==> config.mk <==
export PLATFORM = sky130hd
export DESIGN_NAME = eepw_host
export DESIGN_NICKNAME = d
export VERILOG_FILES = /design/src/common/eepw_pkg.sv /design/src/hdl/eepw_host.sv
export SDC_FILE = /design/constraint.sdc
export NUM_CORES = 1
export LEC_CHECK = 0
export ABC_AREA = 0
export BUFFER_PORTS_ARGS = -buffer_cell sky130_fd_sc_hd__buf_2
export CAP_MARGIN = 20
export CORE_UTILIZATION = 59
export CTS_CLUSTER_DIAMETER = 60
export DETAILED_ROUTE_END_ITERATION = 6
export PLACE_DENSITY = 0.8
export SYNTH_ARGS = -nofsm -noshare
export SYNTH_HDL_FRONTEND = slang
export SYNTH_SLANG_ARGS = --single-unit
==> constraint.sdc <==
create_clock -name clock -period 3.33 [get_ports clock]
set_input_delay 0.666 -clock clock [delete_from_list [all_inputs] [get_ports clock]]
set_output_delay 0.666 -clock clock [all_outputs]
set_load 0.01 [all_outputs]
==> src/common/eepw_pkg.sv <==
// Constants and types for the EEPROM page-write host controller
package eepw_pkg;
  localparam int unsigned CLK_MHZ = 25;
  localparam int unsigned ADDR_W = 19;
  localparam int unsigned DIE_W = 4;
  localparam int unsigned PAGE_MAX = 128;
  // Timings in their own units
  localparam int unsigned STROBE_NS = 200;
  localparam int unsigned SETUP_NS = 100;
  localparam int unsigned LOAD_WIN_US = 30;
  localparam int unsigned IDLE_US = 100;
  localparam int unsigned WP_HOLD_MS = 10;
  localparam int unsigned WC_MS = 10;
  localparam int unsigned GLITCH_NS = 20;
  // Cycle counts: minima round up
  localparam int unsigned STROBE_CYC = (STROBE_NS * CLK_MHZ + 999) / 1000;
  localparam int unsigned SETUP_CYC = (SETUP_NS * CLK_MHZ + 999) / 1000;
  // Maximum window rounds down
  localparam int unsigned LOAD_WIN_CYC = LOAD_WIN_US * CLK_MHZ;
  // Idle cycles left once hold, setup and strobe of the next byte are paid
  localparam int unsigned LOAD_WIN_LEFT =
    LOAD_WIN_CYC - 2 * SETUP_CYC - STROBE_CYC - 2;
  localparam int unsigned IDLE_CYC = IDLE_US * CLK_MHZ;
  localparam int unsigned WP_HOLD_CYC = WP_HOLD_MS * 1000 * CLK_MHZ;
  localparam int unsigned WC_CYC = WC_MS * 1000 * CLK_MHZ;
  localparam int unsigned GLITCH_CYC = (GLITCH_NS * CLK_MHZ + 999) / 1000;
  localparam int unsigned CNT_W = 24;
  // Command sequence addresses and data
  localparam logic [14:0] CMD_A1 = 15'h5555;
  localparam logic [14:0] CMD_A2 = 15'h2AAA;
  localparam logic [7:0] CMD_D_AA = 8'hAA;
  localparam logic [7:0] CMD_D_55 = 8'h55;
  localparam logic [7:0] CMD_D_A0 = 8'hA0;
  localparam logic [7:0] CMD_D_80 = 8'h80;
  localparam logic [7:0] CMD_D_20 = 8'h20;
  localparam int unsigned TOP_BIT = 7;
  localparam int unsigned DIE_LSB = 17;
  typedef enum logic [1:0] {
    EEPW_OP_WRITE,
    EEPW_OP_PROT_ON,
    EEPW_OP_PROT_OFF
  } eepw_op_t;
endpackage

==> src/hdl/eepw_host.sv <==
// Host controller driving one EEPROM module through its strobes
`timescale 1ns/1ps
module eepw_host (
  input wire logic clock,
  input wire logic nrst,
  input wire logic cmd_valid,
  input wire logic [1:0] cmd_op,
  input wire logic [18:0] cmd_addr,
  input wire logic [7:0] cmd_data,
  input wire logic cmd_last,
  output logic cmd_ready,
  output logic done,
  output logic timeout,
  output logic [18:0] addr,
  output logic [7:0] data_out,
  output logic data_oe_n,
  input wire logic [7:0] data_in,
  output logic [3:0] die_select_n,
  output logic write_n,
  output logic read_n,
  output logic write_protect_hold_n,
  input wire logic ready_busy_n
);
  typedef enum logic [3:0] {
    S_IDLE, S_SETUP, S_STROBE, S_HOLD, S_WAIT, S_POLL_SET, S_POLL,
    S_PROT_HOLD, S_DONE
  } eepw_state_t;

  typedef struct packed {
    eepw_state_t st;
    logic [23:0] cnt;
    logic [23:0] win;
    logic [2:0] seq;
    logic [2:0] seq_len;
    logic [1:0] op;
    logic [18:0] user_addr;
    logic [7:0] user_data;
    logic user_last;
    logic [7:0] last_byte;
    logic cmd_ready;
    logic done;
    logic timeout;
    logic [18:0] addr;
    logic [7:0] data_out;
    logic data_oe_n;
    logic [3:0] die_n;
    logic write_n;
    logic read_n;
    logic wp_n;
  } eepw_host_st_t;

  eepw_host_st_t s_r;
  eepw_host_st_t s_nxt;

  // Prefix address and data for step k of a command sequence
  function automatic logic [14:0] seq_addr(input logic [2:0] k);
    seq_addr = (k == 3'd1 || k == 3'd4) ? eepw_pkg::CMD_A2 : eepw_pkg::CMD_A1;
  endfunction

  function automatic logic [7:0] seq_data(input logic [2:0] k,
                                          input logic [1:0] op);
    case (k)
      3'd0, 3'd3: seq_data = eepw_pkg::CMD_D_AA;
      3'd1, 3'd4: seq_data = eepw_pkg::CMD_D_55;
      3'd2: seq_data = (op == 2'(eepw_pkg::EEPW_OP_PROT_OFF)) ?
                       eepw_pkg::CMD_D_80 : eepw_pkg::CMD_D_A0;
      default: seq_data = eepw_pkg::CMD_D_20;
    endcase
  endfunction

  function automatic logic [3:0] die_dec(input logic [18:0] a);
    die_dec = ~(4'h1 << a[18:eepw_pkg::DIE_LSB]);
  endfunction

  always_comb begin
    s_nxt = s_r;
    s_nxt.done = 1'b0;
    s_nxt.timeout = 1'b0;
    s_nxt.wp_n = 1'b1;
    case (s_r.st)
      S_IDLE: begin
        s_nxt.cmd_ready = 1'b1;
        s_nxt.die_n = '1;
        s_nxt.write_n = 1'b1;
        s_nxt.read_n = 1'b1;
        s_nxt.data_oe_n = 1'b1;
        if (cmd_valid && s_r.cmd_ready) begin
          s_nxt.cmd_ready = 1'b0;
          s_nxt.op = cmd_op;
          s_nxt.user_addr = cmd_addr;
          s_nxt.user_data = cmd_data;
          s_nxt.user_last = cmd_last;
          s_nxt.seq = '0;
          // The first byte of each page is prefixed so it also lands in protected mode
          case (cmd_op)
            2'(eepw_pkg::EEPW_OP_PROT_OFF): s_nxt.seq_len = 3'd6;
            default: s_nxt.seq_len = (s_r.win != '0) ? 3'd0 : 3'd3;
          endcase
          s_nxt.cnt = '0;
          s_nxt.st = S_SETUP;
        end else if (s_r.win != '0) begin
          s_nxt.win = s_r.win - 24'd1;
          if (s_r.win == 24'd1) begin
            // Page closed by silence; strobes still owe the idle time
            s_nxt.cmd_ready = 1'b0;
            s_nxt.st = S_WAIT;
            s_nxt.cnt = '0;
          end
        end
      end
      S_SETUP: begin
        // Address settles and die is selected before the write strobe
        if (s_r.seq < s_r.seq_len) begin
          s_nxt.addr = {s_r.user_addr[18:15], seq_addr(s_r.seq)};
          s_nxt.data_out = seq_data(s_r.seq, s_r.op);
        end else begin
          s_nxt.addr = s_r.user_addr;
          s_nxt.data_out = s_r.user_data;
          s_nxt.last_byte = s_r.user_data;
        end
        s_nxt.die_n = die_dec(s_r.user_addr);
        s_nxt.data_oe_n = 1'b0;
        s_nxt.cnt = s_r.cnt + 24'd1;
        if (s_r.cnt == 24'(eepw_pkg::SETUP_CYC)) begin
          s_nxt.cnt = '0;
          s_nxt.write_n = 1'b0;
          s_nxt.st = S_STROBE;
        end
      end
      S_STROBE: begin
        // Pulse well beyond the glitch filter width
        s_nxt.cnt = s_r.cnt + 24'd1;
        if (s_r.cnt == 24'(eepw_pkg::STROBE_CYC)) begin
          s_nxt.cnt = '0;
          s_nxt.write_n = 1'b1;
          s_nxt.st = S_HOLD;
        end
      end
      S_HOLD: begin
        s_nxt.die_n = '1;
        s_nxt.data_oe_n = 1'b1;
        s_nxt.cnt = s_r.cnt + 24'd1;
        if (s_r.cnt == 24'(eepw_pkg::SETUP_CYC)) begin
          s_nxt.cnt = '0;
          // A cancel ends with its sixth step and carries no data byte
          if (s_r.seq + 3'd1 < s_r.seq_len ||
              (s_r.seq < s_r.seq_len &&
               s_r.op != 2'(eepw_pkg::EEPW_OP_PROT_OFF))) begin
            s_nxt.seq = s_r.seq + 3'd1;
            s_nxt.st = S_SETUP;
          end else if (s_r.op == 2'(eepw_pkg::EEPW_OP_WRITE) &&
                       !s_r.user_last) begin
            // Next byte must come within the load window
            s_nxt.win = 24'(eepw_pkg::LOAD_WIN_LEFT);
            s_nxt.cmd_ready = 1'b1;
            s_nxt.st = S_IDLE;
          end else begin
            s_nxt.win = '0;
            s_nxt.st = S_WAIT;
          end
        end
      end
      S_WAIT: begin
        // Strobes idle so the device starts programming by itself
        s_nxt.cnt = s_r.cnt + 24'd1;
        if (s_r.cnt == 24'(eepw_pkg::IDLE_CYC)) begin
          s_nxt.cnt = '0;
          s_nxt.st = S_POLL_SET;
        end
      end
      S_POLL_SET: begin
        s_nxt.win = '0;
        s_nxt.die_n = die_dec(s_r.user_addr);
        s_nxt.read_n = 1'b0;
        s_nxt.data_oe_n = 1'b1;
        s_nxt.st = S_POLL;
      end
      S_POLL: begin
        s_nxt.cnt = s_r.cnt + 24'd1;
        // Both indicators must agree; a cancel loads no byte to poll
        if ((s_r.op == 2'(eepw_pkg::EEPW_OP_PROT_OFF) ||
             data_in[eepw_pkg::TOP_BIT] ==
             s_r.last_byte[eepw_pkg::TOP_BIT]) &&
            ready_busy_n) begin
          s_nxt.read_n = 1'b1;
          s_nxt.die_n = '1;
          s_nxt.cnt = '0;
          s_nxt.st = S_PROT_HOLD;
        end else if (s_r.cnt == 24'(eepw_pkg::WC_CYC)) begin
          s_nxt.timeout = 1'b1;
          s_nxt.read_n = 1'b1;
          s_nxt.die_n = '1;
          s_nxt.cnt = '0;
          s_nxt.st = S_PROT_HOLD;
        end
      end
      S_PROT_HOLD: begin
        // Polling may end early; the hold pin stays high anyway
        s_nxt.cnt = s_r.cnt + 24'd1;
        if (s_r.cnt == 24'(eepw_pkg::WP_HOLD_CYC)) begin
          s_nxt.st = S_DONE;
        end
      end
      S_DONE: begin
        s_nxt.done = 1'b1;
        s_nxt.cmd_ready = 1'b1;
        s_nxt.cnt = '0;
        s_nxt.st = S_IDLE;
      end
      default: s_nxt.st = S_IDLE;
    endcase
  end

  always_ff @(posedge clock or negedge nrst) begin
    if (!nrst) begin
      s_r <= '0;
      s_r.st <= S_IDLE;
      s_r.die_n <= '1;
      s_r.write_n <= 1'b1;
      s_r.read_n <= 1'b1;
      s_r.data_oe_n <= 1'b1;
      s_r.wp_n <= 1'b0;
    end else begin
      s_r <= s_nxt;
    end
  end

  assign cmd_ready = s_r.cmd_ready;
  assign done = s_r.done;
  assign timeout = s_r.timeout;
  assign addr = s_r.addr;
  assign data_out = s_r.data_out;
  assign data_oe_n = s_r.data_oe_n;
  assign die_select_n = s_r.die_n;
  assign write_n = s_r.write_n;
  assign read_n = s_r.read_n;
  assign write_protect_hold_n = s_r.wp_n;

  int unsigned onehot_c;
  always_comb onehot_c = $countones(~s_r.die_n);
endmodule

# Word-level counts from Yosys, hierarchy flattened
# Index checks and enable logic that the tools add are counted.
# classes
bitwise	2
order_cmp	2
muxes	48
shift	1
n_addsub	3
n_reduce_logical	35
eq_ne	35
# op_table
op	count
28-bit two-way mux	7
24-bit case mux with 8 select lines	1
24-bit case mux with 3 select lines	1
55-bit two-way mux	1
52-bit two-way mux	1
24-bit two-way mux	2
36-bit two-way mux	1
4-bit case mux with 8 select lines	1
24-bit by 1-bit adder with 24-bit output, second input constant	1
24-bit by 1-bit == test with 1-bit output, second input constant	1
24-bit by 12-bit == test with 1-bit output, second input constant	1
24-bit by 18-bit == test with 1-bit output, second input constant	1
24-bit by 2-bit == test with 1-bit output, second input constant	1
24-bit by 3-bit == test with 1-bit output, second input constant	1
2-bit inequality test, second input constant	12
8-bit case mux with 3 select lines	1
24-bit nonzero test	1
24-bit by 1-bit subtractor with 24-bit output, second input constant	1
23-bit two-way mux	1
4-bit by 3-bit == test with 1-bit output, second input constant	4
4-bit two-way mux	4
15-bit two-way mux	1
3-bit nonzero test	5
1-bit two-way mux	14
37 further kinds	61
# word_totals
output_inout_bits	38
ff_bits	134
inputBits	42
elab_cells	146

# Longest topological paths before layout
# Gate-level depths: netlist (run 1).
# depth
word_depth	6
depth_mapped	12
depth_no_buf	10

# Worst setup path after synthesis (run 1)
# OpenSTA, ideal clock, no wires.
# synth_timing
path_type	register to register
start	register s_r[79] in the netlist's numbering
end	register s_r[103] in the netlist's numbering
stages_incl_launch_ff	13
n_path_buf	2
t_required_ns	3.240
t_arrival_ns	2.692
setup_time_ns	0.090
path_slack_ns	0.549
synth_period_minus_slack_ns	2.781
cell_sequence	dfrtp_1 -> ha_1 -> ha_1 -> inv_1 -> ha_1 -> nand2_1 -> o21a_1 -> a22oi_1 -> o211ai_4 -> or3_1 -> buf_4 -> buf_6 -> o31ai_4
# synth_via
elab_chain_len	5
elab_cells_between_ends	7
cone_classes	add/sub: 1; order compare: 2; eq/ne: 1; reduce/logical: 3
# synth_lines
element	line	rtl
from (decl)	eepw_host.sv:52	eepw_host_st_t s_r;
from (signal assigned)	eepw_host.sv:224	s_r <= s_nxt;
3-bit by 1-bit adder with 3-bit output or 3-bit less-than comparator (tied branches)	eepw_host.sv:146, eepw_host.sv:147	
3-bit less-than comparator or 1-bit logical AND (tied branches)	eepw_host.sv:146, eepw_host.sv:147	
1-bit logical OR (*)	eepw_host.sv:146	if (s_r.seq + 3'd1 < s_r.seq_len ||
2-bit inequality test (no line) (*)	-	
5-bit AND reduction (no line) (*)	-	
# Every way passes the cells marked *; elsewhere a longest branch is shown, timed or not.
# A chain may end at the register's enable or synchronous reset.

# Final worst setup path (run 1)
# layout_timing
start	register s_r[79] in the netlist's numbering
end	register s_r[83] in the netlist's numbering
# The elaborated chain is that of the path after synthesis.

==> summary.md, run 1 <==
| Metric | Value |
|---|---|
| Status | complete, but fails checks |
| Violated checks | design-rule violations |
| Tot Pwr | 3553 µW |
| Starting density of the core | 61.29% |
| Fillers | around 900 |
| RSZ-0062 raised after global routing | no |
| Max_slew headroom | 31.43% |
| Die width | 111.4 µm |
| Mapped cell area | 7058 µm² |
| Postcts setup bufs | 0 |
| Root Buffer | clkbuf_16 |
| Critical path data arrival time | 3.26 ns |
| Die ar. | 12400 µm² |
| Gr usage total | 28.39% |
| Peak Freq | 0.3391 GHz |
| Vias/cell | 6.066 |
| # rows | 39 |
| NumNets Final | 926 |
| Leakage power | 0.003745 µW |
| Measured slew at the worst slew-check pin | 1.024 ns |
| Setup WS pre-CTS | 0.3930 ns |
| Wirelength, routed | 16.67 mm |
| Crit end category | flop |
| Remaining DRCs | 26 |
| Final period util | 88.55% |
| Fin Hold WS | roughly 0.27 ns |
| Clock skew | 0.005900 ns |
| CTS buffer count | 17 |
| Most frequent cells after synthesis | 201 x nand2_1, 120 x dfrtp_1, 65 x nor2_1, 64 x o21ai_0, 32 x buf_4 |
| Total grt overflow | 0 |
| Number of flops mapped to enable cells by yosys | 0 |
| Hold Buf Count CTS | 0 |
| DRT antenna net count | 0 |
| HP Class | input port to async pin |
| Avg Cell Area, Syn | 8.443 µm² |
| Core area | 11520 µm² |
| DP Wirelength | ~11 mm |
| Synth Net Count | 893 |
| Async SR Flop Fraction | 100.0% |
| CP required | 3.64 ns |
| Top cells by area, synth | dfrtp_1 43%, nand2_1 11%, o21ai_0 4.5% |
| VDD IR max | 414.0 µV |
| Initial antenna violation count | 0 |
| CTS tree | yes |
| Clock slew seen by the registers of the worst setup and hold paths | 0.06 ns |
| Most common cell in the netlist | nand2_1 |
| Max_cap viols | 0 |
| Setup TNS | 0 ns |
| WL/cell | 16.28 µm |
| Antenna Cells | 0 |
| Reg area | roughly 3200 µm² |
| Placer Congestion | 0.8855 |
| Share of the synthesized area in the top cell type | between 40 and 50% |
| Area of the multi-input gates | 3383 µm² |
| Worst setup startpoint | s_r[79]$_DFFE_PN0P_ |
| H-tree levels | 4 |
| Final Setup Violations | 0 |
| Post-synthesis sequential area ratio | 45.15% |
| Clk_lat worst skew | between 0.4 and 0.5 ns |
| Crit Path Max Fanout | 25 |
| Final Hold Viols | 0 |
| Synth cell types | 65 |
| Post-synth top area cell | dfrtp_1 |
| Cell Pwr Density | 447.8 nW/µm² |
| Startpoint Class | flop |
| Via count | 6212 |
| Die Ht | 111.4 µm |
| I/O Pins | 80 |
| Clock tree buffer depth | 2 |
| Crit path kind | flop to flop |
| Clock sink count | 127 |
| Pin count of the biggest net entering global routing | 84 |
| 1st-pass router iterations | 7 |
| CTS resizes | 0 |
| Min cycle time layout | between 2 and 3 ns |
| Max Transition Viols Final | 0 |
| First-pass GRT wire length | 28.35 mm |
| Gate Count Post-Synth | 836 |
| IO Port Bufs | 72 |
| Number of global-route vias before repair | 6061 |
| Initial DRC Count | 695 |
| Synth-to-Final Area Change | 12.41% |
| R2R Path Start | s_r[79]$_DFFE_PN0P_ |
| Main synth FF type | dfrtp_1 |
| Synth Warn # | 0 |
| PnR worst setup slack | 0.3812 ns |
| Share of cells above drive strength 1 | 16.80% |
| Yosys reg bits | 127 |
-- final cells by class --
class | instances | share of cell area (%)
inverters | 21 | 0.9935
flip-flops and latches | 127 | 40.17
multi-input cells | 614 | 42.64
clock buffers | 20 | 5.630
repair buffers | 88 | 6.245
clock inverters | 11 | 2.066
well taps | 143 | 2.255
-- final timing paths --
kind                                              end  slack (ns)  cells after the start
worst max-delay path              s_r[83]$_DFFE_PN0P_        0.38                     11
worst min register to register  data_oe_n$_DFFE_PN1P_        0.46                      2
max in group asynchronous         s_r[64]$_DFFE_PN0P_        2.60                      2
worst max register to register    s_r[83]$_DFFE_PN0P_        0.38                     11
min in group clock                s_r[57]$_DFFE_PN0P_        0.44                      3
worst min-delay path              s_r[67]$_DFFE_PN0P_        0.27                      2
-- critical path, stage by stage, from the launching register on --
cell and delay [ns]:
dfrtp_1 0.45, ha_1 0.23, ha_1 0.28, inv_1 0.04, ha_1 0.28, nand2_1 0.06, o21a_1 0.19, a22oi_1 0.29
o211ai_4 0.12, buf_4 0.24, or2_1 0.36, o31ai_1 0.29
-- registers in the layout (all words and copies together) (netlist names) --
name                  count
s_r                      89
addr                     19
data_out                  8
die_select_n              4
cmd_ready                 1
data_oe_n                 1
done                      1
read_n                    1
timeout                   1
write_n                   1
write_protect_hold_n      1
-- cell families after synthesis --
kind of cell,Yosys count,share of synthesized area [%]
AOI/OAI and AO/OA,198,18.40
DFF,127,45.15
and+or+nand+nor,395,26.10
adders and majority gates,15,2.659
other,1,0.05313
muxes,3,0.4432
xor gates and xnor gates,2,0.2482
buffers and inverters,95,6.949
-- report_power, final --
part / internal, µW / total [µW] / switching [µW] / leakage (µW)
clock: 1260 / 1950 / 684 / 0.000296
sequential: 1550 / 1550 / 0.157 / 0.00165
combinational: 20.0 / 60.5 / 40.5 / 0.00180
total: 2830 / 3550 / 724 / 0.00375
-- through the flow --
step           instance area [µm²]  std cells  util [%]
3_5_place_dp                  7323        993     63.59
3_3_place_gp                  7323        993     63.59
6_report                      7934       1024     68.89
5_1_grt                       7934       1024     68.89
2_1_floorplan                 7058        836         -
4_1_cts                       7934       1024     68.89
-- placed cells by master, fill, tap and decap left out, types with 3 or more instances in the layout --
master       n
nor2b_1      6
nor4_1       8
o21ai_1     12
nand4_1     11
or2_2        3
clkbuf_16   17
ha_1        15
or2_1        3
o22ai_1     13
and3_1       5
nor4_2       3
and2_1      11
clkinv_2     4
o41ai_2      3
buf_4       16
nand2_1    201
nand3_1     20
bufinv_16    4
o21a_1       6
nand2b_1     8
o31ai_1     27
nor2_1      64
o21ai_0     63
nor3_1      29
a22o_1       4
and4_1       3
dfstp_2      7
or4_1        3
a31oi_1      5
buf_2       71
dfrtp_1    120
o211ai_1    13
a21oi_1     28
a2bb2oi_1    4
inv_1       21
or3_1        5
-- routing by layer --
metal,track usage [%],wire [µm]
met2,48.08,8375
met5,0,0
met4,8.739,194
met3,7.349,947
met1,35.83,7152
(Power assumes the default switching activity.)
==> inputs of run 2 (changes only) <==
--- a/config.mk
+++ b/config.mk
@@ -8,10 +8,10 @@
 export ABC_AREA = 0
 export BUFFER_PORTS_ARGS = -buffer_cell sky130_fd_sc_hd__buf_2
 export CAP_MARGIN = 20
-export CORE_UTILIZATION = 59
+export CORE_UTILIZATION = 60
 export CTS_CLUSTER_DIAMETER = 60
 export DETAILED_ROUTE_END_ITERATION = 6
-export PLACE_DENSITY = 0.8
+export PLACE_DENSITY = 0.82
 export SYNTH_ARGS = -nofsm -noshare
 export SYNTH_HDL_FRONTEND = slang
 export SYNTH_SLANG_ARGS = --single-unit
==> constraint.sdc (replaced) <==
create_clock -name clock -period 3.8 [get_ports clock]
set_input_delay 0.76 -clock clock [delete_from_list [all_inputs] [get_ports clock]]
set_output_delay 0.76 -clock clock [all_outputs]
set_load 0.01 [all_outputs]
==> run 2 against run 1 <==
Compared with the run above: the flow now finishes without violations; fmax fell by 8.1%; via count fell by 0.32%; clock power fell by 9%; highest routed layer unchanged; final cell count barely moved; flip-flop and latch count did not move; clock skew barely moved; combinational power fell by 14%; non-clock buffer count fell by 2; routed wire length fell by 1.3%.
==> summary.md, run 2 (synthesis gave the netlist of run 1 again) <==
| Metric | Value |
|---|---|
| Critical Path Slowest Stage Cell | or3_1 |
| Clk_lat worst skew | roughly 0.42 ns |
| Crit Path Max Fanout | 16 |
| CP peak stage delay | 0.67 ns |
| Max_cap viols | 0 |
| Max Transition Viols Final | 0 |
| Initial DRC Count | 715 |
| I/O Pins | 80 |
| Met1 Usage GRT | 33.83% |
| Cell Pwr Density | 400.5 nW/µm² |
| Total grt overflow | 0 |
| Wirelength, routed | roughly 16 mm |
| Final Setup Violations | 0 |
| Die ar. | approximately 12000 µm² |
| Cell Chain, Critical Path | ha_1, ha_1, inv_1, ha_1, nand2_1, o21a_1, a22oi_1, o211ai_4, or3_1, o41ai_2 |
| Postcts setup bufs | 0 |
| Max_slew headroom | 40.72% |
| Most frequent cells in the layout | 201 x nand2_1, 120 x dfrtp_1, 71 x buf_2 |
| Remaining DRCs | 0 |
| Busiest layer in global routing | met2 |
| Die width | 110.5 µm |
| Met3 Usage GRT | 7.958% |
| HP Class | input port to async pin |
| Critical path data arrival time | 3.51 ns |
| Clock skew | 0.006297 ns |
| Starting density of the core | 61.81% |
| CTS buffer count | 17 |
| Met2 Usage GRT | 47.49% |
| Peak Freq | 0.3118 GHz |
| Final Hold Viols | 0 |
| Root Buffer | clkbuf_16 |
| CP required | slightly above 4 ns |
| Crit path kind | flop to flop |
| VDD IR max | 334.4 µV |
| Core area | between 10000 and 15000 µm² |
| Leakage power | 0.003754 µW |
| Tot Pwr | 3189 µW |
| Share of cells above drive strength 1 | 16.93% |
| Largest Register | s_r |
| Hold Buf Count CTS | 0 |
| Reg area | 3187 µm² |
| NumNets Final | 924 |
| Antenna Cells | 0 |
| Max FFs per register | 89 |
| Setup WS pre-CTS | 0.6104 ns |
| WL/cell | 16.09 µm |
| DRT antenna net count | 0 |
| Gr usage total | 28.37% |
| Synth-to-Final Area Change | 12.80% |
| 1st-pass router iterations | 6 |
| Pin count of the biggest net entering global routing | 70 |
| H-tree levels | 4 |
| Min cycle time layout | 3.207 ns |
| Most common cell after layout, fill and taps aside | nand2_1 |
| Via count | around 6200 |
| PnR worst setup slack | 0.5929 ns |
| CTS tree | yes |
| Crit end category | flop |
| # rows | 39 |
| Die Ht | 110.5 µm |
| Fillers | 870 |
| Startpoint Class | flop |
| CP Buf/Inv Count | 1 |
| IO Port Bufs | 72 |
| Number of global-route vias before repair | 6196 |
| DP Wirelength | 11.22 mm |
| Reg2Reg Setup Slack | between 0.5 and 0.6 ns |
| Initial antenna violation count | 0 |
| Clock tree buffer depth | 2 |
| Post-route cell area | 7961 µm² |
| Final period util | between 80% and 90% |
| Measured slew at the worst slew-check pin | 0.8892 ns |
| Vias/cell | 6.053 |
| First-pass GRT wire length | 28.09 mm |
| Status | finished clean |
| Area of the multi-input gates | 3383 µm² |
| DP Area | 7308 µm² |
| Setup TNS | 0 ns |
| Placer Congestion | 0.8802 |
| CP most frequent cell | ha_1 |
| CP delay by family, top | compound AO/OA/AOI/OAI gates |
| Clock sink count | 127 |
| CTS resizes | 0 |
| Clock slew seen by the registers of the worst setup and hold paths | approximately 0.060 ns |
| RSZ-0062 raised after global routing | no |
## run 2: changes by cell type in the layout (fill, tap and decap cells not counted)
cell	previous run	this run
clkinv_2	4	3
buf_4	16	14
clkinvlp_4	2	3
bufinv_16	4	5
clkinv_4	0	2
clkbuf_1	2	0
## run 2: path summary, 6_finish.rpt
path / from / end / depth (start not counted)
worst max-delay path: s_r[79]$_DFFE_PN0P_ / s_r[99]$_DFFE_PN0P_ / 10
worst min-delay path: nrst / s_r[67]$_DFFE_PN0P_ / 1
worst max register to register: s_r[79]$_DFFE_PN0P_ / s_r[99]$_DFFE_PN0P_ / 10
worst min register to register: s_r[72]$_DFFE_PN0P_ / die_select_n[1]$_DFFE_PN1P_ / 1
max in group asynchronous: nrst / write_n$_DFFE_PN1P_ / 2
min in group clock: s_r[72]$_DFFE_PN0P_ / die_select_n[1]$_DFFE_PN1P_ / 1
## run 2: cell type report
type | count | share of cell area (%)
multi-input cells | 614 | 42.50
flip-flops and latches | 127 | 40.03
repair buffers | 86 | 6.035
clock buffers | 18 | 5.516
clock inverters | 14 | 2.687
well taps | 143 | 2.247
inverters | 21 | 0.9901
## run 2: metrics by stage
step	hold WS [ns]	util (%)	cells
detailed placement	0.4531	64.00	991
floorplan	0.4061	-	836
global placement	0.4395	63.94	990
CTS	0.4716	69.72	1023
global route	0.4896	69.72	1023
finish	0.4456	69.72	1023
## run 2: layer usage
metal / routed length, µm / part of all wire (%)
met2: 8352 / 51
met1: 6702 / 41
met5: 0 / 0
met3: 1038 / 6.3
met4: 364 / 2.2
## run 2: report_power, final
part	switching, µW	internal, µW	total [µW]
Combinational	35.1	16.8	51.9
Clock	602	1180	1780
Sequential	0.170	1350	1350
